[src/verilog/fisr_pkg.sv]
/*
  Constants shared by the function interrupt/status register block:
  register indexes, field positions, reset values and serial port codes.
  Assumes a single 40 MHz system clock and no other bus.
*/
package fisr_pkg;

  // register indexes on the two-wire serial register port
  localparam logic [7:0] IDX_INT_FLAGS = 8'h00;
  localparam logic [7:0] IDX_INT_MASK = 8'h01;
  localparam logic [7:0] IDX_FUNC_ADDR = 8'h02;
  localparam logic [7:0] IDX_EP0_TX_DATA = 8'h04;

  // flag and mask bit positions
  localparam int BIT_CTRL_TX = 0;
  localparam int BIT_CTRL_RX = 1;
  localparam int BIT_EP1_TX = 2;
  localparam int BIT_PORT_RST = 3;
  localparam int BIT_SUSPEND = 4;
  localparam int NUM_FLAGS = 5;
  localparam int BIT_PORT_EN = 7;

  // reset values
  localparam logic [4:0] RST_FLAGS = 5'h00;
  localparam logic [4:0] RST_MASK = 5'h00;
  localparam logic [6:0] RST_ADDR = 7'h00;
  localparam logic [7:0] RST_BYTE = 8'h00;

  // serial port slave address; value is arbitrary
  localparam logic [6:0] SER_SLAVE_ADDR = 7'h2A;
  localparam logic [3:0] SER_BITS = 4'h8;

  // endpoint 0 transmit buffer geometry
  localparam int TXB_DEPTH = 8;
  localparam int TXB_PTR_W = 3;

  typedef enum logic [8:0] {
    SER_IDLE = 9'h001,
    SER_ADDR = 9'h002,
    SER_ADDR_ACK = 9'h004,
    SER_REG = 9'h008,
    SER_REG_ACK = 9'h010,
    SER_WDATA = 9'h020,
    SER_WDATA_ACK = 9'h040,
    SER_RDATA = 9'h080,
    SER_RDATA_ACK = 9'h100
  } fisr_ser_state_t;

endpackage : fisr_pkg

[src/verilog/fisr_txb_if.sv]
/*
  Interface between the register block and the endpoint 0 transmit
  buffer. Assumes both ends run on the same system clock.
*/
`timescale 1ns/100ps

interface fisr_txb_if;
  logic push;
  logic [7:0] push_data;
  logic pop;
  logic clear;
  logic [7:0] pop_data;
  logic empty;
  logic full;
  logic overrun;
  logic underrun;

  modport regs (
    output push, push_data, pop, clear,
    input pop_data, empty, full, overrun, underrun
  );
  modport buffer (
    input push, push_data, pop, clear,
    output pop_data, empty, full, overrun, underrun
  );
endinterface : fisr_txb_if

[src/verilog/fisr_regs.sv]
/*
  Interrupt flag, interrupt mask, function address and endpoint 0
  transmit data port of the embedded function, reached over the two-wire
  serial register port. Assumes all inputs are synchronous to sys_clk and
  that endpoint status inputs are levels held by their own registers.
*/
`timescale 1ns/100ps

module fisr_regs (
  // clock and reset
  input wire logic sys_clk,
  input wire logic reset_n,
  // two-wire serial register port
  input wire logic scl_in,
  input wire logic sda_in,
  output logic sda_out_r,
  output logic sda_oe_r,
  // hub events, one-cycle pulses
  input wire logic suspend_event,
  input wire logic port_reset_event,
  input wire logic port_enable_event,
  input wire logic set_address_event,
  input wire logic [6:0] set_address_value,
  // hub suspend state
  input wire logic suspend_active,
  // endpoint status levels
  input wire logic ep0_tx_ack,
  input wire logic ep0_rx_ack,
  input wire logic ep0_rx_overrun,
  input wire logic ep0_rx_underrun,
  input wire logic ep1_tx_ack,
  input wire logic ep1_tx_overrun,
  input wire logic ep1_tx_underrun,
  // transmit engine side of endpoint 0 buffer
  input wire logic tx_pop,
  input wire logic tx_buffer_clear,
  output logic [7:0] tx_data_r,
  output logic tx_empty_r,
  output logic tx_full_r,
  output logic tx_overrun_r,
  output logic tx_underrun_r,
  // status outputs
  output logic irq_r,
  output logic clock_stop_ok_r,
  output logic port_reset_r,
  output logic [6:0] device_addr_r,
  output logic port_enabled_r
);

  ////////////////////////////////////////////////////////////////////////
  // declarations

  fisr_txb_if txb ();

  fisr_pkg::fisr_ser_state_t state_r;
  fisr_pkg::fisr_ser_state_t state_nxt;

  logic scl_q_r;
  logic sda_q_r;
  logic scl_rise;
  logic scl_fall;
  logic bus_start;
  logic bus_stop;
  logic [7:0] shift_r;
  logic [3:0] bit_cnt_r;
  logic read_mode_r;
  logic [7:0] reg_idx_r;
  logic [7:0] rd_byte;
  logic wr_strobe_r;
  logic [7:0] wr_data_r;
  logic master_ack_r;

  logic [fisr_pkg::NUM_FLAGS-1:0] flags_r;
  logic [fisr_pkg::NUM_FLAGS-1:0] mask_r;
  logic [2:0] ep_cause;
  logic wr_flags;
  logic wr_mask;
  logic wr_txdata;

  ////////////////////////////////////////////////////////////////////////
  // transmit buffer

  fisr_tx_buffer u_tx_buffer (
    .sys_clk(sys_clk),
    .reset_n(reset_n),
    .txb(txb)
  );

  assign txb.push = wr_txdata;
  assign txb.push_data = wr_data_r;
  assign txb.pop = tx_pop;
  // port reset empties the buffer as well
  assign txb.clear = tx_buffer_clear || port_reset_event;

  always_ff @(posedge sys_clk) begin
    if (!reset_n) begin
      tx_data_r <= fisr_pkg::RST_BYTE;
      tx_empty_r <= 1'b1;
      tx_full_r <= 1'b0;
      tx_overrun_r <= 1'b0;
      tx_underrun_r <= 1'b0;
    end else begin
      tx_data_r <= txb.pop_data;
      tx_empty_r <= txb.empty;
      tx_full_r <= txb.full;
      tx_overrun_r <= txb.overrun;
      tx_underrun_r <= txb.underrun;
    end
  end

  ////////////////////////////////////////////////////////////////////////
  // serial line conditions

  always_ff @(posedge sys_clk) begin
    if (!reset_n) begin
      scl_q_r <= 1'b1;
      sda_q_r <= 1'b1;
    end else begin
      scl_q_r <= scl_in;
      sda_q_r <= sda_in;
    end
  end

  assign scl_rise = scl_in && !scl_q_r;
  assign scl_fall = !scl_in && scl_q_r;
  assign bus_start = scl_in && scl_q_r && sda_q_r && !sda_in;
  assign bus_stop = scl_in && scl_q_r && !sda_q_r && sda_in;

  ////////////////////////////////////////////////////////////////////////
  // serial state machine

  always_comb begin
    state_nxt = state_r;
    if (bus_start) begin
      state_nxt = fisr_pkg::SER_ADDR;
    end else if (bus_stop) begin
      state_nxt = fisr_pkg::SER_IDLE;
    end else if (scl_fall) begin
      case (state_r)
        fisr_pkg::SER_ADDR: begin
          if (bit_cnt_r == fisr_pkg::SER_BITS) begin
            if (shift_r[7:1] == fisr_pkg::SER_SLAVE_ADDR) begin
              state_nxt = fisr_pkg::SER_ADDR_ACK;
            end else begin
              state_nxt = fisr_pkg::SER_IDLE;
            end
          end
        end
        fisr_pkg::SER_ADDR_ACK: begin
          if (read_mode_r) begin
            state_nxt = fisr_pkg::SER_RDATA;
          end else begin
            state_nxt = fisr_pkg::SER_REG;
          end
        end
        fisr_pkg::SER_REG: begin
          if (bit_cnt_r == fisr_pkg::SER_BITS) begin
            state_nxt = fisr_pkg::SER_REG_ACK;
          end
        end
        fisr_pkg::SER_REG_ACK: begin
          state_nxt = fisr_pkg::SER_WDATA;
        end
        fisr_pkg::SER_WDATA: begin
          if (bit_cnt_r == fisr_pkg::SER_BITS) begin
            state_nxt = fisr_pkg::SER_WDATA_ACK;
          end
        end
        fisr_pkg::SER_WDATA_ACK: begin
          state_nxt = fisr_pkg::SER_WDATA;
        end
        fisr_pkg::SER_RDATA: begin
          if (bit_cnt_r == fisr_pkg::SER_BITS) begin
            state_nxt = fisr_pkg::SER_RDATA_ACK;
          end
        end
        fisr_pkg::SER_RDATA_ACK: begin
          // a not-acknowledge from the master ends the read burst
          if (master_ack_r) begin
            state_nxt = fisr_pkg::SER_RDATA;
          end else begin
            state_nxt = fisr_pkg::SER_IDLE;
          end
        end
        default: begin
          state_nxt = fisr_pkg::SER_IDLE;
        end
      endcase
    end
  end

  always_ff @(posedge sys_clk) begin
    if (!reset_n) begin
      state_r <= fisr_pkg::SER_IDLE;
    end else begin
      state_r <= state_nxt;
    end
  end

  // shift register and bit count
  always_ff @(posedge sys_clk) begin
    if (!reset_n) begin
      shift_r <= fisr_pkg::RST_BYTE;
      bit_cnt_r <= 4'h0;
      read_mode_r <= 1'b0;
      reg_idx_r <= fisr_pkg::RST_BYTE;
      master_ack_r <= 1'b0;
    end else if (bus_start) begin
      bit_cnt_r <= 4'h0;
    end else if (state_r != state_nxt) begin
      bit_cnt_r <= 4'h0;
      if (state_r == fisr_pkg::SER_ADDR) begin
        read_mode_r <= shift_r[0];
      end
      if (state_r == fisr_pkg::SER_REG) begin
        reg_idx_r <= shift_r;
      end
      if (state_nxt == fisr_pkg::SER_RDATA) begin
        shift_r <= rd_byte;
      end
    end else if (scl_rise) begin
      case (state_r)
        fisr_pkg::SER_ADDR, fisr_pkg::SER_REG, fisr_pkg::SER_WDATA: begin
          shift_r <= {shift_r[6:0], sda_in};
          bit_cnt_r <= bit_cnt_r + 4'h1;
        end
        fisr_pkg::SER_RDATA: begin
          bit_cnt_r <= bit_cnt_r + 4'h1;
        end
        fisr_pkg::SER_RDATA_ACK: begin
          master_ack_r <= !sda_in;
        end
        default: begin
          bit_cnt_r <= bit_cnt_r;
        end
      endcase
    end else if (scl_fall && state_r == fisr_pkg::SER_RDATA) begin
      shift_r <= {shift_r[6:0], 1'b0};
    end
  end

  // open-drain line: only ever pulled low
  always_ff @(posedge sys_clk) begin
    if (!reset_n) begin
      sda_out_r <= 1'b0;
      sda_oe_r <= 1'b0;
    end else begin
      sda_out_r <= 1'b0;
      case (state_nxt)
        fisr_pkg::SER_ADDR_ACK, fisr_pkg::SER_REG_ACK,
        fisr_pkg::SER_WDATA_ACK: begin
          sda_oe_r <= 1'b1;
        end
        fisr_pkg::SER_RDATA: begin
          if (state_r != fisr_pkg::SER_RDATA) begin
            sda_oe_r <= !rd_byte[7];
          end else if (scl_fall) begin
            sda_oe_r <= !shift_r[6];
          end
        end
        default: begin
          sda_oe_r <= 1'b0;
        end
      endcase
    end
  end

  // one write per received data byte
  always_ff @(posedge sys_clk) begin
    if (!reset_n) begin
      wr_strobe_r <= 1'b0;
      wr_data_r <= fisr_pkg::RST_BYTE;
    end else begin
      wr_strobe_r <= (state_r == fisr_pkg::SER_WDATA) &&
                     (state_nxt == fisr_pkg::SER_WDATA_ACK);
      wr_data_r <= shift_r;
    end
  end

  ////////////////////////////////////////////////////////////////////////
  // register decode

  always_comb begin
    wr_flags = 1'b0;
    wr_mask = 1'b0;
    wr_txdata = 1'b0;
    if (!wr_strobe_r) begin
      wr_flags = 1'b0;
    end else if (reg_idx_r == fisr_pkg::IDX_INT_FLAGS) begin
      wr_flags = 1'b1;
    end else if (reg_idx_r == fisr_pkg::IDX_INT_MASK) begin
      wr_mask = 1'b1;
    end else if (reg_idx_r == fisr_pkg::IDX_EP0_TX_DATA) begin
      wr_txdata = 1'b1;
    end
  end

  // reserved bits and unmapped or write-only indexes read as zero
  always_comb begin
    rd_byte = 8'h00;
    if (reg_idx_r == fisr_pkg::IDX_INT_FLAGS) begin
      rd_byte = {3'h0, flags_r};
    end else if (reg_idx_r == fisr_pkg::IDX_INT_MASK) begin
      rd_byte = {3'h0, mask_r};
    end else if (reg_idx_r == fisr_pkg::IDX_FUNC_ADDR) begin
      rd_byte = {port_enabled_r, device_addr_r};
    end
  end

  ////////////////////////////////////////////////////////////////////////
  // interrupt flags

  assign ep_cause[0] = ep0_tx_ack || txb.overrun || txb.underrun;
  assign ep_cause[1] = ep0_rx_ack || ep0_rx_overrun ||
                       ep0_rx_underrun;
  assign ep_cause[2] = ep1_tx_ack || ep1_tx_overrun ||
                       ep1_tx_underrun;

  // endpoint flags mirror their causes; writes cannot touch them
  always_ff @(posedge sys_clk) begin
    if (!reset_n || port_reset_event) begin
      flags_r[2:0] <= fisr_pkg::RST_FLAGS[2:0];
    end else begin
      flags_r[2:0] <= ep_cause;
    end
  end

  // suspend flag: set wins over a same-cycle clear
  always_ff @(posedge sys_clk) begin
    if (!reset_n) begin
      flags_r[fisr_pkg::BIT_SUSPEND] <= 1'b0;
    end else if (suspend_event) begin
      flags_r[fisr_pkg::BIT_SUSPEND] <= 1'b1;
    end else if (port_reset_event) begin
      flags_r[fisr_pkg::BIT_SUSPEND] <= 1'b0;
    end else if (wr_flags && wr_data_r[fisr_pkg::BIT_SUSPEND]) begin
      flags_r[fisr_pkg::BIT_SUSPEND] <= 1'b0;
    end
  end

  // reset flag survives the port reset it reports
  always_ff @(posedge sys_clk) begin
    if (!reset_n) begin
      flags_r[fisr_pkg::BIT_PORT_RST] <= 1'b0;
    end else if (port_reset_event) begin
      flags_r[fisr_pkg::BIT_PORT_RST] <= 1'b1;
    end else if (wr_flags && wr_data_r[fisr_pkg::BIT_PORT_RST]) begin
      flags_r[fisr_pkg::BIT_PORT_RST] <= 1'b0;
    end
  end

  // masks are kept across port reset
  always_ff @(posedge sys_clk) begin
    if (!reset_n) begin
      mask_r <= fisr_pkg::RST_MASK;
    end else if (wr_mask) begin
      mask_r <= wr_data_r[fisr_pkg::NUM_FLAGS-1:0];
    end
  end

  // a set mask bit blocks the output; polling still sees the flag
  always_ff @(posedge sys_clk) begin
    if (!reset_n) begin
      irq_r <= 1'b0;
    end else begin
      irq_r <= |(flags_r & ~mask_r);
    end
  end

  // clocks may stop only when suspended and the flag has been cleared
  always_ff @(posedge sys_clk) begin
    if (!reset_n) begin
      clock_stop_ok_r <= 1'b0;
    end else begin
      clock_stop_ok_r <= suspend_active && !suspend_event &&
                         !flags_r[fisr_pkg::BIT_SUSPEND];
    end
  end

  // port reset request to the rest of the function logic
  always_ff @(posedge sys_clk) begin
    if (!reset_n) begin
      port_reset_r <= 1'b0;
    end else begin
      port_reset_r <= port_reset_event;
    end
  end

  ////////////////////////////////////////////////////////////////////////
  // function address and port enabled

  always_ff @(posedge sys_clk) begin
    if (!reset_n || port_reset_event) begin
      device_addr_r <= fisr_pkg::RST_ADDR;
    end else if (set_address_event) begin
      device_addr_r <= set_address_value;
    end
  end

  always_ff @(posedge sys_clk) begin
    if (!reset_n || port_reset_event) begin
      port_enabled_r <= 1'b0;
    end else if (port_enable_event) begin
      port_enabled_r <= 1'b1;
    end
  end

endmodule : fisr_regs

[src/verilog/fisr_tx_buffer.sv]
/*
  Endpoint 0 transmit buffer, eight bytes deep. The microcontroller side
  pushes, the serial engine pops. Assumes synchronous active low reset.
*/
`timescale 1ns/100ps

module fisr_tx_buffer (
  // clock and reset
  input wire logic sys_clk,
  input wire logic reset_n,
  // buffer port
  fisr_txb_if.buffer txb
);

  logic [7:0] mem [fisr_pkg::TXB_DEPTH];
  logic [fisr_pkg::TXB_PTR_W-1:0] wr_ptr_r;
  logic [fisr_pkg::TXB_PTR_W-1:0] rd_ptr_r;
  logic [fisr_pkg::TXB_PTR_W:0] count_r;
  logic do_push;
  logic do_pop;

  assign do_push = txb.push && (count_r != 4'(fisr_pkg::TXB_DEPTH));
  assign do_pop = txb.pop && (count_r != '0);

  always_ff @(posedge sys_clk) begin
    if (do_push) begin
      mem[wr_ptr_r] <= txb.push_data;
    end
  end

  always_ff @(posedge sys_clk) begin
    if (!reset_n || txb.clear) begin
      wr_ptr_r <= '0;
      rd_ptr_r <= '0;
      count_r <= '0;
      txb.pop_data <= fisr_pkg::RST_BYTE;
    end else begin
      if (do_push) begin
        wr_ptr_r <= wr_ptr_r + 1'b1;
      end
      if (do_pop) begin
        rd_ptr_r <= rd_ptr_r + 1'b1;
        txb.pop_data <= mem[rd_ptr_r];
      end
      count_r <= count_r + {3'h0, do_push} - {3'h0, do_pop};
    end
  end

  // error flags stay until the buffer is cleared
  always_ff @(posedge sys_clk) begin
    if (!reset_n || txb.clear) begin
      txb.overrun <= 1'b0;
      txb.underrun <= 1'b0;
    end else begin
      if (txb.push && !do_push) begin
        txb.overrun <= 1'b1;
      end
      if (txb.pop && !do_pop) begin
        txb.underrun <= 1'b1;
      end
    end
  end

  assign txb.empty = (count_r == '0);
  assign txb.full = (count_r == 4'(fisr_pkg::TXB_DEPTH));

endmodule : fisr_tx_buffer

[config.mk]
export PLATFORM = sky130hd
export DESIGN_NAME = fisr_regs
export DESIGN_NICKNAME = d
export VERILOG_FILES = /design/src/verilog/fisr_pkg.sv /design/src/verilog/fisr_txb_if.sv /design/src/verilog/fisr_regs.sv /design/src/verilog/fisr_tx_buffer.sv
export SDC_FILE = /design/constraint.sdc
export NUM_CORES = 1
export LEC_CHECK = 0
export BUFFER_PORTS_ARGS = -buffer_cell sky130_fd_sc_hd__buf_2
export CAP_MARGIN = 25
export CORE_ASPECT_RATIO = 1.5
export CORE_UTILIZATION = 55
export DETAILED_ROUTE_END_ITERATION = 12
export PLACE_DENSITY_LB_ADDON = 0.12
export SYNTH_ARGS = -nofsm -noshare
export SYNTH_HDL_FRONTEND = slang
export SYNTH_SLANG_ARGS = --single-unit
[constraint.sdc]
create_clock -name sys_clk -period 4.15 [get_ports sys_clk]
set_clock_uncertainty 0.05 [all_clocks]
set_input_delay 0.6225 -clock sys_clk [delete_from_list [all_inputs] [get_ports sys_clk]]
set_output_delay 0.6225 -clock sys_clk [all_outputs]
set_load 0.01 [all_outputs]
==> flow_summary.toml, run 1 <==
[run_status]
outcome = "finished clean"

[floorplanning]
die_y_um = 140
die_x_um = 93.7
die_area_um2 = 13100
start_util_pct = 57.1
core_um2 = 12100
ioPinCount = 50
row_count = 49

[drt]
viasPerCell = 5.86
drc_errors = 0
ant_nets = 0
dr.pass1.iters = 5
detail_route.wl_per_cell_um = 18.0
drtIter0Drc = 307
drt_wl_total_mm = 14.6
vias = 4750

[critical_path]
r2r-end = "reg_idx_r[1]"
timing.rr.start = "state_r[7]"
start_kind = "flip-flop"
rrSetupSlack_ns = 1.08
worstPathArrival_ns = 3.35
reg2reg_depth = 7
crit_fanout = 13
cp.required_ns = 4.43
cp-end-kind = "flip-flop"
criticalPathCategory = "reg -> reg"
startpoint = "state_r[7]"

[yosys]
syn_inst = 604
synth-edff-count = 64
synth_area_per_cell_um2 = 11.5
synth_top_cell_by_area = "dfxtp_1"
ys_warn_count = 0
synth_ff_type = "dfxtp_1"
synth_fp_nets = 640
synth_top_area_share_pct = 27.7
synth_seq_area_share_pct = 55.4
netlist_area_um2 = 6930
synth_cell_types = 75
synth_seq_cells = 160
ys_async_sr_fraction_pct = 0
ys_top_cells_by_area = "dfxtp_1, edfxtp_1, mux4_2, mux2i_1, nor2_1"

[grt]
grt_max_degree = 26
grt-ovfl-total = 0
grtUsageTotal_pct = 23.8
antenna_found_initial = 0
grt_pass1_wl_mm = 23.7
grt_pass1_vias = 4859

[pwr]
total_power_mw = 3.31
ir_worst_vdd_mv = 0.280
power.density_nw_per_um2 = 421
p_leak_nw = 3.11

[placed_design]
dp.cells = 777
place_ws_ns = 0.957
port_buffers = 48
place.gp.congestion = 0.904
hpwl_mm = 10.6

[clock_network]
cts_buffers = 17
cts_setup_buffers = 0
clockBufferDepth = 2
cts.sinks = 160
htreeDepth = 4
cts_resized = 0
cts-root-buf = "clkbuf_16"
clkSlewWorstSetupHoldPaths_ns = 0.07
tritoncts = "done"
clk_latency_ns = 0.41
holdBufCountCts = 0

[sta]
finalHoldViolCount = 0
setup_viol = 0
layout_min_cycle_time_ns = 3.07
tns_ns = 0
max_freq_mhz = 326
slew_headroom_pct = 36.7
grt_setup_unrepaired = "no"
min_period_over_period_pct = 73.9
fin_ws_ns = 1.08
worst_pin_slew_ns = 0.942
maxSlewViolCount = 0

[worst_hold_path]
hold_path.class = "in -> reg"
hp-start = "suspend_event"
worstHoldEndpoint = "clock_stop_ok_r"
min_path_cells = 2

[cells_and_area]
nFillCells = 960
finalNonFillerCells = 810
drive_above_1_share_pct = 18.4
antenna_cells = 0
fin_nets = 680
area_delta_synth_final_pct = 13.3
final_common_cell = "dfxtp_1"
final_cell_mix = "dfxtp_1, edfxtp_1, nor2_1"

[flow_run]
drv_cap = 0
[worst max-delay path by stage]
stage                                        to  slack (ns)
after CTS                 u_tx_buffer.mem[7][2]        1.07
after global placement             reg_idx_r[0]        1.03
after detailed placement           reg_idx_r[1]        0.96
final                              reg_idx_r[1]        1.08
after global routing      u_tx_buffer.mem[3][1]        0.93
after floorplan           u_tx_buffer.mem[0][0]        1.25
[layer usage]
metal  global-route usage, %  wire [um]  vias to the layer above
li1                        -          -                     2296
met1                    25.5       5610                     2295
met2                    44.2       8050                      129
met3                    4.59        495                       30
met4                    11.1        407                        0
met5                       0          0                        -
[registers in the layout (all words and copies together) (netlist names), 7 cells and up]
register / flops
shift_r: 8
reg_idx_r: 8
u_tx_buffer.txb.pop_data: 8
tx_data_r: 8
txb.push_data: 8
state_r: 9
device_addr_r: 7
u_tx_buffer.mem: 64
[where the power goes]
part	switching, mW	internal [mW]	leakage (nW)	total (mW)
clock	0.610	0.936	0.293	1.55
sequential	0.0102	1.63	1.52	1.64
combinational	0.0746	0.0457	1.29	0.120
total	0.695	2.61	3.11	3.31
[worst max-delay path: stages, from the launching register on]
cell and delay [ns]:
dfxtp_1 0.64, or4bb_2 0.65, or4_4 0.44, a21oi_2 0.18
or2b_4 0.16, nand4b_4 0.19, o211ai_4 0.43, mux2i_1 0.24
[area by class of cell]
class	count	area [um2]	share of cell area [%]
clock buffers	22	508	6.47
clock inverters	10	93.8	1.20
well taps	153	191	2.44
flip-flops and latches	160	3840	48.9
repair buffers	57	328	4.17
multi-input cells	384	2800	35.6
inverters	24	90.1	1.15
[kinds of logic (layout without fill, tap and decap cells)]
| logic type | Yosys count | count (layout) | share of synthesized area [%] |
|---|---|---|---|
| AO/OA/AOI/OAI | 82 | 82 | 8.93 |
| XOR/XNOR | 14 | 14 | 1.77 |
| adder cells (fa/ha/maj) | 11 | 11 | 2.09 |
| buffers and inverters | 60 | 113 | 4.20 |
| flip-flops | 160 | 160 | 55.4 |
| multiplexers | 46 | 46 | 9.53 |
| other | 1 | 1 | 0.0541 |
| AND/OR/NAND/NOR | 230 | 230 | 18.0 |
[metrics by stage]
stage / hold slack [ns] / instance area (um2) / utilization [%]
after floorplan: 0.370 / 6930 / -
after global placement: 0.389 / 7220 / 59.5
final: 0.333 / 7850 / 64.7
after global routing: 0.338 / 7850 / 64.7
after CTS: 0.312 / 7830 / 64.5
after detailed placement: 0.398 / 7220 / 59.5
[cell usage after synthesis, drive strengths merged (11+ instances only)]
cell    number
a211oi      11
and2        20
clkbuf      23
mux4        16
a21oi       14
nand2       46
buf         13
nor2        61
edfxtp      64
inv         23
nor3        33
dfxtp       96
nand3       11
mux2i       30
Power figures use the tool's default switching activity.
==> run 2, diff against run 1 <==
==> constraint.sdc (replaced) <==
create_clock -name sys_clk -period 2.83 [get_ports sys_clk]
set_clock_uncertainty 0.05 [all_clocks]
set_input_delay 0.4245 -clock sys_clk [delete_from_list [all_inputs] [get_ports sys_clk]]
set_output_delay 0.4245 -clock sys_clk [all_outputs]
set_load 0.01 [all_outputs]
==> run 2 against run 1 <==
  * Largest cell class unchanged
  * Hold slack worse by 0.20 ns
  * Sequential share of layout area is 1.7 points lower
  * Worst setup slack worse by 0.91 ns
  * Core utilization is 2.4 points higher
==> flow_summary.toml, run 2 (synthesis results as in run 1) <==
[drt]
wl_met1_mm = 5.89
drtIter0Drc = 246
met2_length_mm = 8.19
met3_length_um = 527
detail_route.wl_per_cell_um = 17.8
dr.pass1.iters = 5
topRoutingLayerUsed = "met4"
drt_wl_total_mm = 15.1
drc_errors = 0
vias = 4924
viasPerCell = 5.80
ant_nets = 0

[cells_and_area]
drive_above_1_share_pct = 23.6
finalNonFillerCells = 849
antenna_cells = 0
final_cell_mix = "dfxtp_1, edfxtp_1, nor2_1"
design_area_um2 = 8140
top_regs = "u_tx_buffer.mem x64, state_r x9"
nFillCells = 952
largest_reg_flops = 64
top_register = "u_tx_buffer.mem"
multiInputGateArea_um2 = 2810
regArea_um2 = 3840
final_common_cell = "dfxtp_1"
fin_nets = 719
area_delta_synth_final_pct = 17.4

[pwr]
p_leak_nw = 3.31
power.density_nw_per_um2 = 590
ir_worst_vdd_mv = 0.401
total_power_mw = 4.81

[sta]
setup_viol = 0
maxSlewViolCount = 0
whs_ns = 0.136
worst_pin_slew_ns = 0.807
finalHoldViolCount = 0
layout_min_cycle_time_ns = 2.66
grt_setup_unrepaired = "no"
min_period_over_period_pct = 94.0
slew_headroom_pct = 46.1
max_freq_mhz = 376

[clock_network]
clk_latency_ns = 0.42
holdBufCountCts = 0
clockBufferDepth = 2
htreeDepth = 4
cts_setup_buffers = 0
cts.sinks = 160
cts-root-buf = "clkbuf_16"
clkSlewWorstSetupHoldPaths_ns = 0.06
cts_buffers = 17
tritoncts = "done"

[grt]
grt_max_degree = 25
grt_pass1_vias = 4862
grt-ovfl-total = 0
antenna_found_initial = 0
grtUsageTotal_pct = 24.6
grt_pass1_wl_mm = 24.4

[floorplanning]
die_y_um = 140
core_um2 = 12100
die_area_um2 = 13100
start_util_pct = 57.1
row_count = 49
die_x_um = 93.7
ioPinCount = 50

[critical_path]
crit_buf_inv = 2
path_cells = "or4_1 > or3_1 > nor3_2 > and2_1 > buf_4 > nand2_1 > nor2_1 > buf_4"
cp.required_ns = 2.90
worstPathArrival_ns = 2.73
slowest_delay_ns = 0.56
criticalPathCategory = "reg -> reg"
cp_top_family = "simple AND/OR/NAND/NOR gates"
start_kind = "flip-flop"
crit_fanout = 6
path_common_cell = "buf_4"
cp-end-kind = "flip-flop"
crit_path_top_delay_cell = "or4_1"

[placed_design]
port_buffers = 48
postPlaceCellArea_um2 = 7560
place.gp.congestion = 0.898
hpwl_mm = 11.0
dp.cells = 817

[flow_run]
drv_cap = 0

[worst_hold_path]
hold_path.class = "in -> reg"

[run_status]
outcome = "finished clean"
==> run 2: cell types whose count changed in the layout (fill, tap and decap cells not counted), moves of 3 or more <==
| cell | previous run | this run |
|---|---|---|
| buf_4 | 8 | 46 |
| clkbuf_16 | 20 | 17 |
| clkinv_4 | 2 | 5 |
| inv_8 | 0 | 3 |
| nor3_1 | 33 | 30 |
| nor3_2 | 0 | 3 |
==> run 2: cell type report <==
| class | count | share of cell area (%) |
|---|---|---|
| sequential | 160 | 47.2 |
| multi-input combinational | 384 | 34.5 |
| timing repair buffer | 96 | 7.68 |
| clock buffer | 17 | 5.23 |
| tap | 153 | 2.35 |
| clock inverter | 15 | 1.87 |
| inverter | 24 | 1.11 |
==> run 2: worst reg2reg max path, cell delays in order (launching register included) <==
cell and delay, ns:
dfxtp_1 0.31, or4_1 0.56, or3_1 0.39, nor3_2 0.20, and2_1 0.18, buf_4 0.15
nand2_1 0.13, nor2_1 0.20, buf_4 0.20
==> run 2: what timing repair did <==
item / CTS / global route
gates resized for setup: 0 / 1
endpoints found under the hold margin: 0 / 0
endpoints found under the setup margin: 0 / 7
==> run 2: worst paths after layout <==
check | start | slack (ns) | cells after the start | end
worst max register to register | reg_idx_r[4] | 0.17 | 8 | u_tx_buffer.mem[7][5]
worst min-delay path | suspend_event | 0.14 | 2 | clock_stop_ok_r
worst min register to register | u_tx_buffer.txb.pop_data[1] | 0.41 | 1 | tx_data_r[1]
worst max-delay path | reg_idx_r[4] | 0.17 | 8 | u_tx_buffer.mem[7][5]
==> run 2: report_power, final <==
group	switching (mW)	internal (mW)
sequential	0.0116	2.39
combinational	0.116	0.0859
clock	0.961	1.24
total	1.09	3.72
==> run 2: layer usage <==
metal,vias up,track usage [%]
met5,-,0
met4,0,10.7
met3,41,4.81
met2,137,45.1
met1,2370,27.1
li1,2376,-
==> run 2: per-stage QoR <==
| stage | worst slack [ns] | TNS, ns | utilization, % |
|---|---|---|---|
| finish | 0.169 | 0 | 67.1 |
| global route | 0.00651 | 0 | 67.1 |
| CTS | 0.0754 | 0 | 67.0 |
| detailed placement | -0.00907 | -0.0199 | 62.3 |
| global placement | 0.0363 | 0 | 62.3 |
| floorplan | 0.130 | 0 | - |
